===== config.mk =====
export PLATFORM = sky130hd
export DESIGN_NAME = tpt_timer
export DESIGN_NICKNAME = d
export VERILOG_FILES = /design/src/hdl/tpt_pkg.sv /design/src/hdl/tpt_pin_sync.sv /design/src/hdl/tpt_timer.sv
export SDC_FILE = /design/constraint.sdc
export NUM_CORES = 1
export LEC_CHECK = 0
export BUFFER_PORTS_ARGS = -buffer_cell sky130_fd_sc_hd__buf_2
export CAP_MARGIN = 20
export CORE_MARGIN = 2
export CORE_UTILIZATION = 55
export DETAILED_ROUTE_END_ITERATION = 10
export GPL_TIMING_DRIVEN = 0
export HOLD_SLACK_MARGIN = 0.02
export PLACE_DENSITY = 0.77
export SLEW_MARGIN = 20
export SYNTH_ARGS = -nofsm -noshare
export SYNTH_HDL_FRONTEND = slang
export SYNTH_SLANG_ARGS = --single-unit

===== constraint.sdc =====
create_clock -name clk_sys -period 3.4 [get_ports clk_sys]
set_input_delay 0.34 -clock clk_sys [delete_from_list [all_inputs] [get_ports clk_sys]]
set_output_delay 0.34 -clock clk_sys [all_outputs]
set_load 0.005 [all_outputs]

===== src/hdl/tpt_pkg.sv =====
/*
  Constants, register map and helper functions for the three-channel programmable timer.
  Assumes a 32-bit AXI4-Lite register bus in which each register holds one aligned word.
*/
package tpt_pkg;

  localparam int TPT_CNT_W = 16;
  localparam int TPT_ADDR_W = 12;

  // register indices; the byte address is four times the index
  localparam logic [9:0] TPT_T0_CNT_IDX = 10'h050;
  localparam logic [9:0] TPT_T0_LIMA_IDX = 10'h052;
  localparam logic [9:0] TPT_T0_LIMB_IDX = 10'h054;
  localparam logic [9:0] TPT_T0_CTRL_IDX = 10'h056;
  localparam logic [9:0] TPT_T1_CNT_IDX = 10'h058;
  localparam logic [9:0] TPT_T1_LIMA_IDX = 10'h05a;
  localparam logic [9:0] TPT_T1_LIMB_IDX = 10'h05c;
  localparam logic [9:0] TPT_T1_CTRL_IDX = 10'h05e;
  localparam logic [9:0] TPT_T2_CNT_IDX = 10'h060;
  localparam logic [9:0] TPT_T2_LIMA_IDX = 10'h062;
  localparam logic [9:0] TPT_T2_CTRL_IDX = 10'h066;

  // register kind codes returned by the decoder
  localparam logic [1:0] TPT_K_CNT = 2'h0;
  localparam logic [1:0] TPT_K_LIMA = 2'h1;
  localparam logic [1:0] TPT_K_LIMB = 2'h2;
  localparam logic [1:0] TPT_K_CTRL = 2'h3;

  // mode/control bit positions
  localparam int TPT_B_CONTINUOUS_RUN = 0;
  localparam int TPT_B_ALT = 1;
  localparam int TPT_B_EXT = 2;
  localparam int TPT_B_PRE = 3;
  localparam int TPT_B_RTG = 4;
  localparam int TPT_B_MC = 5;
  localparam int TPT_B_RIU = 12;
  localparam int TPT_B_INT = 13;
  localparam int TPT_B_INH = 14;
  localparam int TPT_B_EN = 15;

  // each timer gets one slot out of this many clocks
  localparam int TPT_SLOTS = 4;
  localparam logic [1:0] TPT_OUT_RST = 2'h3;

  localparam logic [1:0] TPT_RESP_OKAY = 2'h0;
  localparam logic [1:0] TPT_RESP_SLVERR = 2'h2;

  // {valid, timer[1:0], kind[1:0]}
  function automatic logic [4:0] tpt_decode(input logic [9:0] idx);
    logic [4:0] r;
    r = 5'h00;
    if (idx == TPT_T0_CNT_IDX) r = {3'b100, TPT_K_CNT};
    else if (idx == TPT_T0_LIMA_IDX) r = {3'b100, TPT_K_LIMA};
    else if (idx == TPT_T0_LIMB_IDX) r = {3'b100, TPT_K_LIMB};
    else if (idx == TPT_T0_CTRL_IDX) r = {3'b100, TPT_K_CTRL};
    else if (idx == TPT_T1_CNT_IDX) r = {3'b101, TPT_K_CNT};
    else if (idx == TPT_T1_LIMA_IDX) r = {3'b101, TPT_K_LIMA};
    else if (idx == TPT_T1_LIMB_IDX) r = {3'b101, TPT_K_LIMB};
    else if (idx == TPT_T1_CTRL_IDX) r = {3'b101, TPT_K_CTRL};
    else if (idx == TPT_T2_CNT_IDX) r = {3'b110, TPT_K_CNT};
    else if (idx == TPT_T2_LIMA_IDX) r = {3'b110, TPT_K_LIMA};
    else if (idx == TPT_T2_CTRL_IDX) r = {3'b110, TPT_K_CTRL};
    return r;
  endfunction

  // byte-lane merge of a 16-bit register
  function automatic logic [15:0] tpt_merge(input logic [15:0] old, input logic [15:0] wd, input logic [1:0] strb);
    return {strb[1] ? wd[15:8] : old[15:8], strb[0] ? wd[7:0] : old[7:0]};
  endfunction

  // {hit, next count}: the limit value itself is never kept
  function automatic logic [16:0] tpt_step(input logic [15:0] c, input logic [15:0] lim);
    logic [15:0] inc;
    inc = c + 16'h0001;
    if (inc == lim) return {1'b1, 16'h0000};
    return {1'b0, inc};
  endfunction

endpackage


===== src/hdl/tpt_pin_sync.sv =====
/*
  Two-stage synchronizer with rising-edge detection for the timer input pins.
  Assumes the pins are asynchronous to clk_sys; rise is a one-cycle pulse.
*/
`timescale 1ns/1ps
`default_nettype none
module tpt_pin_sync #(
  parameter int WIDTH = 2
) (
  input wire logic clk_sys,
  input wire logic rst_n,
  input wire logic [WIDTH-1:0] pin_async,
  output logic [WIDTH-1:0] pin_level,
  output logic [WIDTH-1:0] pin_rise
);
  typedef struct packed {
    logic [WIDTH-1:0] meta;
    logic [WIDTH-1:0] sync;
    logic [WIDTH-1:0] prev;
  } tpt_sync_t;

  tpt_sync_t s_reg;
  tpt_sync_t s_next;

  always_comb begin
    s_next = s_reg;
    s_next.meta = pin_async;
    s_next.sync = s_reg.meta;
    s_next.prev = s_reg.sync;
  end

  always_ff @(posedge clk_sys or negedge rst_n) begin
    if (!rst_n) begin
      s_reg <= '0;
    end else begin
      s_reg <= s_next;
    end
  end

  // only the second stage and later are looked at
  assign pin_level = s_reg.sync;
  assign pin_rise = s_reg.sync & ~s_reg.prev;
endmodule
`default_nettype wire


===== src/hdl/tpt_timer.sv =====
/*
  Three 16-bit programmable timers behind an AXI4-Lite slave.
  Assumes one clock clk_sys and asynchronous active-low rst_n; timer input pins may be asynchronous.
*/
// The implementer's own choices: the register offsets and the AXI4-Lite interface to the registers.
// Overview of operation
// alternate select 0 always compares limit A; 1 swaps A and B per terminal count
// single-limit mode: output low one clock, the clock after terminal count
// dual-limit mode: output low while limit B active, high while A active
// continuous run keeps counting after terminal count; otherwise the timer halts, in dual-limit mode only after limit B
// one-shot dual mode counts to A, then to B, then halts
// external clocking counts synchronized rising edges of the input pin
// external edges four clocks apart are all counted, latency at most six clocks
// internal clocking counts every fourth clock, or on third timer terminal count
// gate mode: count while synchronized pin high, hold while low
// retrigger mode: first rising edge starts from zero, later edges clear again
// run enable clear stops counting and ignores pin transitions
// without continuous run the run enable clears itself at terminal count, in dual-limit mode only at that of limit B
// run enable updates only when the write mask bit is one; mask reads zero
// interrupt enable raises a request on every terminal count, A and B alike
// clearing the interrupt enable never withdraws a request already raised
// limit reached flag sets on every terminal count; only software clears it
// limit in use bit read-only, zero means A, clear whenever alternate is off
// third timer hardwires alternate, external, prescale, retrigger, in-use to zero
// count registers read and write any time; a write takes effect at once
// reset only on equality; a count above the limit wraps through all-ones
// reset clears run enables and in-use state, outputs high
// count returns to zero in the clock it reaches the limit
`timescale 1ns/1ps
`default_nettype none
module tpt_timer
  import tpt_pkg::*;
(
  input wire logic clk_sys,
  input wire logic rst_n,
  input wire logic [tpt_pkg::TPT_ADDR_W-1:0] s_axi_awaddr,
  input wire logic s_axi_awvalid,
  output logic s_axi_awready,
  input wire logic [31:0] s_axi_wdata,
  input wire logic [3:0] s_axi_wstrb,
  input wire logic s_axi_wvalid,
  output logic s_axi_wready,
  output logic [1:0] s_axi_bresp,
  output logic s_axi_bvalid,
  input wire logic s_axi_bready,
  input wire logic [tpt_pkg::TPT_ADDR_W-1:0] s_axi_araddr,
  input wire logic s_axi_arvalid,
  output logic s_axi_arready,
  output logic [31:0] s_axi_rdata,
  output logic [1:0] s_axi_rresp,
  output logic s_axi_rvalid,
  input wire logic s_axi_rready,
  input wire logic [1:0] timer_in,
  output logic [1:0] timer_out,
  output logic [2:0] timer_irq_req
);
  import tpt_pkg::*;

  typedef struct packed {
    logic [1:0] phase;
    logic [2:0][15:0] cnt;
    logic [2:0][15:0] limit_a;
    logic [1:0][15:0] limit_b;
    logic [2:0] en;
    logic [2:0] continuous_run;
    logic [2:0] irq_en;
    logic [2:0] limit_reached_flag;
    logic [2:0] alternate_compare_select;
    logic [2:0] external_clock_select;
    logic [2:0] prescale_select;
    logic [2:0] retrigger_select;
    logic [2:0] limit_in_use;
    logic [2:0] started;
    logic [2:0] pend_pin;
    logic [2:0] pend_pre;
    logic t2_tick;
    logic [1:0] out;
    logic [2:0] irq;
    logic aw_held;
    logic [TPT_ADDR_W-1:0] aw_addr;
    logic w_held;
    logic [31:0] w_data;
    logic [3:0] w_strb;
    logic awready;
    logic wready;
    logic bvalid;
    logic [1:0] bresp;
    logic arready;
    logic rvalid;
    logic [31:0] rdata;
    logic [1:0] rresp;
  } tpt_state_t;

  localparam tpt_state_t TPT_ST_RST = '{out: TPT_OUT_RST, default: '0};

  tpt_state_t s_reg;
  tpt_state_t s_next;
  logic [1:0] pin_level;
  logic [1:0] pin_rise;
  logic [2:0] hit;
  logic [2:0] cnt_wr;
  logic [2:0] ctrl_wr;
  logic do_wr;
  logic [4:0] dec_w;
  logic [4:0] dec_r;
  logic [2:0][15:0] ctrl_rb;

  tpt_pin_sync #(.WIDTH(2)) u_sync (
    .clk_sys(clk_sys),
    .rst_n(rst_n),
    .pin_async(timer_in),
    .pin_level(pin_level),
    .pin_rise(pin_rise)
  );

  always_comb begin
    logic [2:0] lvl;
    logic [2:0] rise;
    logic slot;
    logic inc;
    logic clr;
    logic pev;
    logic pre_ok;
    logic [15:0] lim;
    logic [16:0] stp;
    logic [15:0] wd;
    logic [1:0] t;
    lvl = {1'b1, pin_level};
    rise = {1'b0, pin_rise};
    slot = 1'b0;
    inc = 1'b0;
    clr = 1'b0;
    pev = 1'b0;
    pre_ok = 1'b0;
    lim = 16'h0000;
    stp = 17'h00000;
    wd = 16'h0000;
    t = 2'h0;
    s_next = s_reg;
    hit = 3'h0;
    cnt_wr = 3'h0;
    ctrl_wr = 3'h0;
    for (int i = 0; i < 3; i++) begin
      ctrl_rb[i] = 16'h0000;
      ctrl_rb[i][TPT_B_EN] = s_reg.en[i];
      ctrl_rb[i][TPT_B_INT] = s_reg.irq_en[i];
      ctrl_rb[i][TPT_B_RIU] = s_reg.limit_in_use[i];
      ctrl_rb[i][TPT_B_MC] = s_reg.limit_reached_flag[i];
      ctrl_rb[i][TPT_B_RTG] = s_reg.retrigger_select[i];
      ctrl_rb[i][TPT_B_PRE] = s_reg.prescale_select[i];
      ctrl_rb[i][TPT_B_EXT] = s_reg.external_clock_select[i];
      ctrl_rb[i][TPT_B_ALT] = s_reg.alternate_compare_select[i];
      ctrl_rb[i][TPT_B_CONTINUOUS_RUN] = s_reg.continuous_run[i];
    end
    dec_w = tpt_decode(s_reg.aw_addr[11:2]);
    dec_r = tpt_decode(s_axi_araddr[11:2]);
    do_wr = s_reg.aw_held & s_reg.w_held & ~s_reg.bvalid;
    s_next.phase = s_reg.phase + 2'h1;

    for (int i = 0; i < 3; i++) begin
      slot = (s_reg.phase == 2'(i));
      inc = 1'b0;
      clr = 1'b0;
      // an edge arriving in the slot itself is used at once; that keeps latency within six clocks
      pev = s_reg.pend_pin[i] | (rise[i] & s_reg.en[i]);
      pre_ok = ~s_reg.prescale_select[i] | s_reg.pend_pre[i] | s_reg.t2_tick;
      if (s_reg.en[i]) begin
        if (s_reg.external_clock_select[i]) begin
          inc = slot & pev;
        end else if (s_reg.retrigger_select[i]) begin
          if (slot & pev) begin
            clr = 1'b1;
            s_next.started[i] = 1'b1;
          end else begin
            inc = slot & s_reg.started[i] & pre_ok;
          end
        end else begin
          inc = slot & lvl[i] & pre_ok;
        end
      end else begin
        s_next.started[i] = 1'b0;
      end
      s_next.pend_pin[i] = pev & ~slot & s_reg.en[i];
      s_next.pend_pre[i] = (s_reg.pend_pre[i] | s_reg.t2_tick) & ~slot;
      lim = (i < 2 && s_reg.limit_in_use[i]) ? s_reg.limit_b[i % 2] : s_reg.limit_a[i];
      stp = tpt_step(s_reg.cnt[i], lim);
      if (clr) begin
        s_next.cnt[i] = 16'h0000;
      end else if (inc) begin
        s_next.cnt[i] = stp[15:0];
        hit[i] = stp[16];
      end
      if (hit[i]) begin
        s_next.limit_reached_flag[i] = 1'b1;
        if (s_reg.alternate_compare_select[i]) begin
          s_next.limit_in_use[i] = ~s_reg.limit_in_use[i];
        end
        // one-shot dual mode runs A then B before stopping
        if (!s_reg.continuous_run[i] && (!s_reg.alternate_compare_select[i] || s_reg.limit_in_use[i])) begin
          s_next.en[i] = 1'b0;
        end
      end
      // a one-cycle pulse; the interrupt controller holds it, so later mask changes cannot retract it
      s_next.irq[i] = hit[i] & s_reg.irq_en[i];
    end
    s_next.t2_tick = hit[2];

    if (s_axi_awvalid && s_reg.awready) begin
      s_next.aw_held = 1'b1;
      s_next.aw_addr = s_axi_awaddr;
    end
    if (s_axi_wvalid && s_reg.wready) begin
      s_next.w_held = 1'b1;
      s_next.w_data = s_axi_wdata;
      s_next.w_strb = s_axi_wstrb;
    end
    if (do_wr) begin
      s_next.aw_held = 1'b0;
      s_next.w_held = 1'b0;
      s_next.bvalid = 1'b1;
      s_next.bresp = dec_w[4] ? TPT_RESP_OKAY : TPT_RESP_SLVERR;
      t = dec_w[3:2];
      if (dec_w[4]) begin
        if (dec_w[1:0] == TPT_K_CNT) begin
          s_next.cnt[t] = tpt_merge(s_reg.cnt[t], s_reg.w_data[15:0], s_reg.w_strb[1:0]);
          cnt_wr[t] = 1'b1;
        end else if (dec_w[1:0] == TPT_K_LIMA) begin
          s_next.limit_a[t] = tpt_merge(s_reg.limit_a[t], s_reg.w_data[15:0], s_reg.w_strb[1:0]);
        end else if (dec_w[1:0] == TPT_K_LIMB) begin
          s_next.limit_b[t[0]] = tpt_merge(s_reg.limit_b[t[0]], s_reg.w_data[15:0], s_reg.w_strb[1:0]);
        end else begin
          wd = tpt_merge(ctrl_rb[t], s_reg.w_data[15:0], s_reg.w_strb[1:0]);
          ctrl_wr[t] = 1'b1;
          if (wd[TPT_B_INH]) begin
            s_next.en[t] = wd[TPT_B_EN];
          end
          s_next.irq_en[t] = wd[TPT_B_INT];
          // a write of zero clears the flag, but a terminal count in the same cycle wins
          s_next.limit_reached_flag[t] = hit[t] | (s_reg.limit_reached_flag[t] & wd[TPT_B_MC]);
          s_next.retrigger_select[t] = wd[TPT_B_RTG];
          s_next.prescale_select[t] = wd[TPT_B_PRE];
          s_next.external_clock_select[t] = wd[TPT_B_EXT];
          s_next.alternate_compare_select[t] = wd[TPT_B_ALT];
          s_next.continuous_run[t] = wd[TPT_B_CONTINUOUS_RUN];
        end
      end
    end else if (s_reg.bvalid && s_axi_bready) begin
      s_next.bvalid = 1'b0;
    end
    s_next.awready = ~s_next.aw_held & ~s_next.bvalid;
    s_next.wready = ~s_next.w_held & ~s_next.bvalid;

    s_next.alternate_compare_select[2] = 1'b0;
    s_next.external_clock_select[2] = 1'b0;
    s_next.prescale_select[2] = 1'b0;
    s_next.retrigger_select[2] = 1'b0;
    for (int i = 0; i < 3; i++) begin
      if (!s_next.alternate_compare_select[i]) begin
        s_next.limit_in_use[i] = 1'b0;
      end
    end
    for (int i = 0; i < 2; i++) begin
      s_next.out[i] = s_next.alternate_compare_select[i] ? ~s_next.limit_in_use[i] : ~hit[i];
    end

    if (s_axi_arvalid && s_reg.arready) begin
      s_next.rvalid = 1'b1;
      s_next.rdata = 32'h00000000;
      s_next.rresp = dec_r[4] ? TPT_RESP_OKAY : TPT_RESP_SLVERR;
      t = dec_r[3:2];
      if (dec_r[4]) begin
        if (dec_r[1:0] == TPT_K_CNT) s_next.rdata[15:0] = s_reg.cnt[t];
        else if (dec_r[1:0] == TPT_K_LIMA) s_next.rdata[15:0] = s_reg.limit_a[t];
        else if (dec_r[1:0] == TPT_K_LIMB) s_next.rdata[15:0] = s_reg.limit_b[t[0]];
        else s_next.rdata[15:0] = ctrl_rb[t];
      end
    end else if (s_reg.rvalid && s_axi_rready) begin
      s_next.rvalid = 1'b0;
    end
    s_next.arready = ~s_next.rvalid;
  end

  always_ff @(posedge clk_sys or negedge rst_n) begin
    if (!rst_n) begin
      s_reg <= TPT_ST_RST;
    end else begin
      s_reg <= s_next;
    end
  end

  assign s_axi_awready = s_reg.awready;
  assign s_axi_wready = s_reg.wready;
  assign s_axi_bvalid = s_reg.bvalid;
  assign s_axi_bresp = s_reg.bresp;
  assign s_axi_arready = s_reg.arready;
  assign s_axi_rvalid = s_reg.rvalid;
  assign s_axi_rdata = s_reg.rdata;
  assign s_axi_rresp = s_reg.rresp;
  assign timer_out = s_reg.out;
  assign timer_irq_req = s_reg.irq;

  single_pulse_a: assert property (@(posedge clk_sys) disable iff (!rst_n)
    (hit[0] && !s_reg.alternate_compare_select[0] && !ctrl_wr[0]) |=> !timer_out[0] ##1 timer_out[0])
    else $error("single-limit output pulse wrong");
  dual_level_a: assert property (@(posedge clk_sys) disable iff (!rst_n)
    s_reg.alternate_compare_select[1] |-> (timer_out[1] == !s_reg.limit_in_use[1]))
    else $error("dual-limit output does not follow limit in use");
  riu_clear_a: assert property (@(posedge clk_sys) disable iff (!rst_n)
    !s_reg.alternate_compare_select[0] |-> !s_reg.limit_in_use[0])
    else $error("limit in use set while alternate off");
  oneshot_halt_a: assert property (@(posedge clk_sys) disable iff (!rst_n)
    (hit[1] && !s_reg.continuous_run[1] && !s_reg.alternate_compare_select[1] && !ctrl_wr[1]) |=> !s_reg.en[1])
    else $error("one-shot timer kept running");
  zero_on_limit_a: assert property (@(posedge clk_sys) disable iff (!rst_n)
    (hit[0] && !cnt_wr[0]) |=> (s_reg.cnt[0] == 16'h0000))
    else $error("count not zero after limit");
  slot_only_a: assert property (@(posedge clk_sys) disable iff (!rst_n)
    (s_reg.phase != 2'h2 && !cnt_wr[2]) |=> $stable(s_reg.cnt[2]))
    else $error("third timer counted outside its slot");
  halted_hold_a: assert property (@(posedge clk_sys) disable iff (!rst_n)
    (!s_reg.en[0] && !cnt_wr[0]) |=> $stable(s_reg.cnt[0]))
    else $error("disabled timer changed count");
  mask_keep_a: assert property (@(posedge clk_sys) disable iff (!rst_n)
    (ctrl_wr[1] && !(s_reg.w_strb[1] && s_reg.w_data[TPT_B_INH]) && !hit[1]) |=> (s_reg.en[1] == $past(s_reg.en[1])))
    else $error("run enable changed without mask bit");
  flag_set_a: assert property (@(posedge clk_sys) disable iff (!rst_n)
    hit[2] |=> s_reg.limit_reached_flag[2])
    else $error("limit reached flag not set");
  irq_raise_a: assert property (@(posedge clk_sys) disable iff (!rst_n)
    (hit[0] && s_reg.irq_en[0]) |=> timer_irq_req[0] ##1 !timer_irq_req[0])
    else $error("interrupt request not a one-cycle pulse");
  bvalid_hold_a: assert property (@(posedge clk_sys) disable iff (!rst_n)
    (s_axi_bvalid && !s_axi_bready) |=> s_axi_bvalid)
    else $error("write response dropped");

  dual_swap_c: cover property (@(posedge clk_sys) disable iff (!rst_n)
    hit[0] && s_reg.alternate_compare_select[0] && s_reg.limit_in_use[0]);
  ext_count_c: cover property (@(posedge clk_sys) disable iff (!rst_n)
    s_reg.external_clock_select[1] && hit[1]);
  retrig_c: cover property (@(posedge clk_sys) disable iff (!rst_n)
    s_reg.retrigger_select[0] && s_reg.started[0] && pin_rise[0] && s_reg.en[0]);
  bus_read_c: cover property (@(posedge clk_sys) disable iff (!rst_n)
    s_axi_rvalid && s_axi_rready && s_axi_rresp == TPT_RESP_OKAY);
endmodule
`default_nettype wire


==> metrics <==
core region area=0.02591 mm2; Hold Fails Final Rpt=0; die area=0.02751 mm2; WL per Instance=27.46 um; CTS H-tree depth=1; final setup fails=2; effective utilization at floorplan=0.5562; commonest non-fill, non-tap cell in the layout=nand2_1; post-synthesis sequential area ratio=0.3874; synth top area cells=dfrtp_1 38%, mux2_2 9.8%, nand2_1 5.8%; Worst R2R Path Depth=7; vias after detailed routing=14100; Post-synth ARST share=1.000; FMAX=0.2918 GHz; Syn-to-layout area delta=15.25%; Max Slew Vio Count=0; total of max-cap violations=0; worst-skew pair later-pin latency=0.55 ns; DIE HEIGHT=165.9 um; 1st-iter DRT viols=1644; vias in the first global route=13370; WP data required=3.84 ns; RSZ-0062 raised after global routing=no; VDD IR max=0.0005371 V; critical path class=reg -> reg; placed wire-length estimate=42830 um; register area=0.005583 mm2; Leak Pwr=7.191 nW; yosys warns=0; WL final=57600 um; clock-pin slew on the worst setup and hold paths=0.06 ns; DR DRC count=0; Clock Skews=0.02519 ns; ys flop type=dfrtp_1; largest net degree at the start of global routing=99; Core Util, Final=0.6410; Multi-input gate area=0.008192 mm2; Overflow after GRT=0; worst slew pin tran=0.9965 ns; remaining antenna violation count=0; pwr/cell area=584.9 mW/mm2; Synth top area share=0.3837; Crit. End Element=register; Period minus WS final=3.427 ns; Post-synth EDFFs=0; register bit total from synthesis=223; final period utilization=1.008; outcome=complete, but fails checks; most frequent cells in the layout=222 x nand2_1, 221 x dfrtp_1, 125 x mux2_2; Sink Count=223; cell count of the worst hold path=2; cell taking the most area after synthesis=dfrtp_1; CP arrival=3.87 ns; CTS tree=built; CTS Buffer Depth=3; library cells used by synthesis=81; mean post-synth cell area=8.968 um2; Placer Congestion=1.046; I/O Buffers=74; Pre-antenna DRT Iters=7; Mapped Area=0.01441 mm2; total CTS buffers=25; I/O Pins=115; Setup WS post-layout=-0.02718 ns; gr usage total=0.4094; diode count=0; chip width=165.9 um; layout cells sized above 1=0.2218; Fillers=2195; first-pass GRT wire length=84820 um; Root Driver=clkbuf_16; Vias/cell=6.719; Startpoint Class=register; Final #Nets=1824; antenna violations before repair=2; row count=59; failing checks=negative setup slack; Rel. slew slack=0.3357; Hold Crit Class=in -> reg; Mapped Cells=1607; Max FO, Critical Path=10; Pwr Total=9.714 mW
==> cell type report <==
| class | count | share of cell area |
|---|---|---|
| Timing Repair Buffer | 95 | 0.03842 |
| Multi-Input combinational cell | 1225 | 0.4932 |
| Clock buffer | 30 | 0.04181 |
| Inverter | 23 | 0.005198 |
| Buffer | 151 | 0.04761 |
| Tap cell | 335 | 0.02524 |
| Sequential cell | 223 | 0.3361 |
| Clock inverter | 16 | 0.01236 |
==> path summary, 6_finish.rpt <==
check                            startpoint                   to  slack [ns]
max                               s_reg[88]           s_reg[227]       -0.03
min                         s_axi_wdata[13]            s_reg[58]        0.03
max reg2reg                       s_reg[88]           s_reg[227]       -0.03
min reg2reg                u_sync.s_next[3]  u_sync.pin_level[1]        0.35
max in group asynchronous             rst_n       s_axi_rdata[9]        2.32
min in group asynchronous             rst_n           s_reg[254]        0.27
==> kinds of logic (layout without fill, tap and decap cells) <==
group                    Yosys count  count (layout)  share of synthesized area
AND/OR/NAND/NOR                  588             588                     0.2002
AO/OA/AOI/OAI                    370             370                     0.1701
flip-flops                       223             223                     0.3874
buffers and inverters            176             315                    0.06043
multiplexers                     174             174                     0.1317
XOR/XNOR                          64              64                    0.04037
adder cells (fa/ha/maj)           11              11                   0.009550
other                              1              18                  0.0002602
==> critical path, cell delays in order (launching register included) <==
cell and delay (ns):
dfrtp_1 0.37, or4b_4 0.58, a2111oi_4 0.50, clkbuf_1 0.76
a221oi_1 0.24, a21oi_2 0.58, nor2_1 0.11, a21oi_1 0.17
==> synthesized netlist by cell type (41+ instances only) <==
cell type,instances
nand2_1,223
dfrtp_1,221
mux2_2,125
nor2_1,113
a21oi_1,108
clkbuf_1,75
nand3_1,62
o21ai_0,59
mux2i_1,49
buf_4,46
xnor2_1,45
a221oi_1,41
==> what timing repair did <==
action | in CTS | in global routing
gates resized for setup | 20 | 26
pin swaps | 3 | 4
endpoints found under the hold margin | 42 | 0
cloned | 0 | 0
hold buffers | 14 | 0
endpoints found under the setup margin | 93 | 102
setup buffers | 3 | 2
==> power breakdown <==
| part | internal, mW | leakage (nW) | switching [mW] |
|---|---|---|---|
| clock | 1.77 | 0.436 | 1.18 |
| combinational | 1.14 | 3.76 | 2.19 |
| sequential | 3.01 | 3.00 | 0.428 |
==> metrics by stage <==
stage | TNS [ns] | hold WS [ns] | instance area (um2) | instances | worst slack, ns
2_1_floorplan | 0 | 0.04441 | 14480 | 1624 | 0.04258
3_3_place_gp | -448.09 | 0.3319 | 15260 | 2033 | -1.963
3_5_place_dp | -26.70 | 0.2304 | 15330 | 2035 | -0.7418
4_1_cts | 0 | 0.02050 | 16470 | 2096 | 0.004281
5_1_grt | 0 | 0.03110 | 16610 | 2098 | 0.003226
6_report | -0.03000 | 0.03040 | 16610 | 2098 | -0.02718
==> metal layers <==
layer | track usage | vias to the layer above | routed length, um
met2 | 0.6150 | 1002 | 24310
li1 | - | 6013 | -
met4 | 0.2310 | 0 | 4234
met1 | 0.5379 | 6830 | 22000
met5 | 0 | - | 0
met3 | 0.1103 | 251 | 7065
Power figures use the tool's default switching activity.
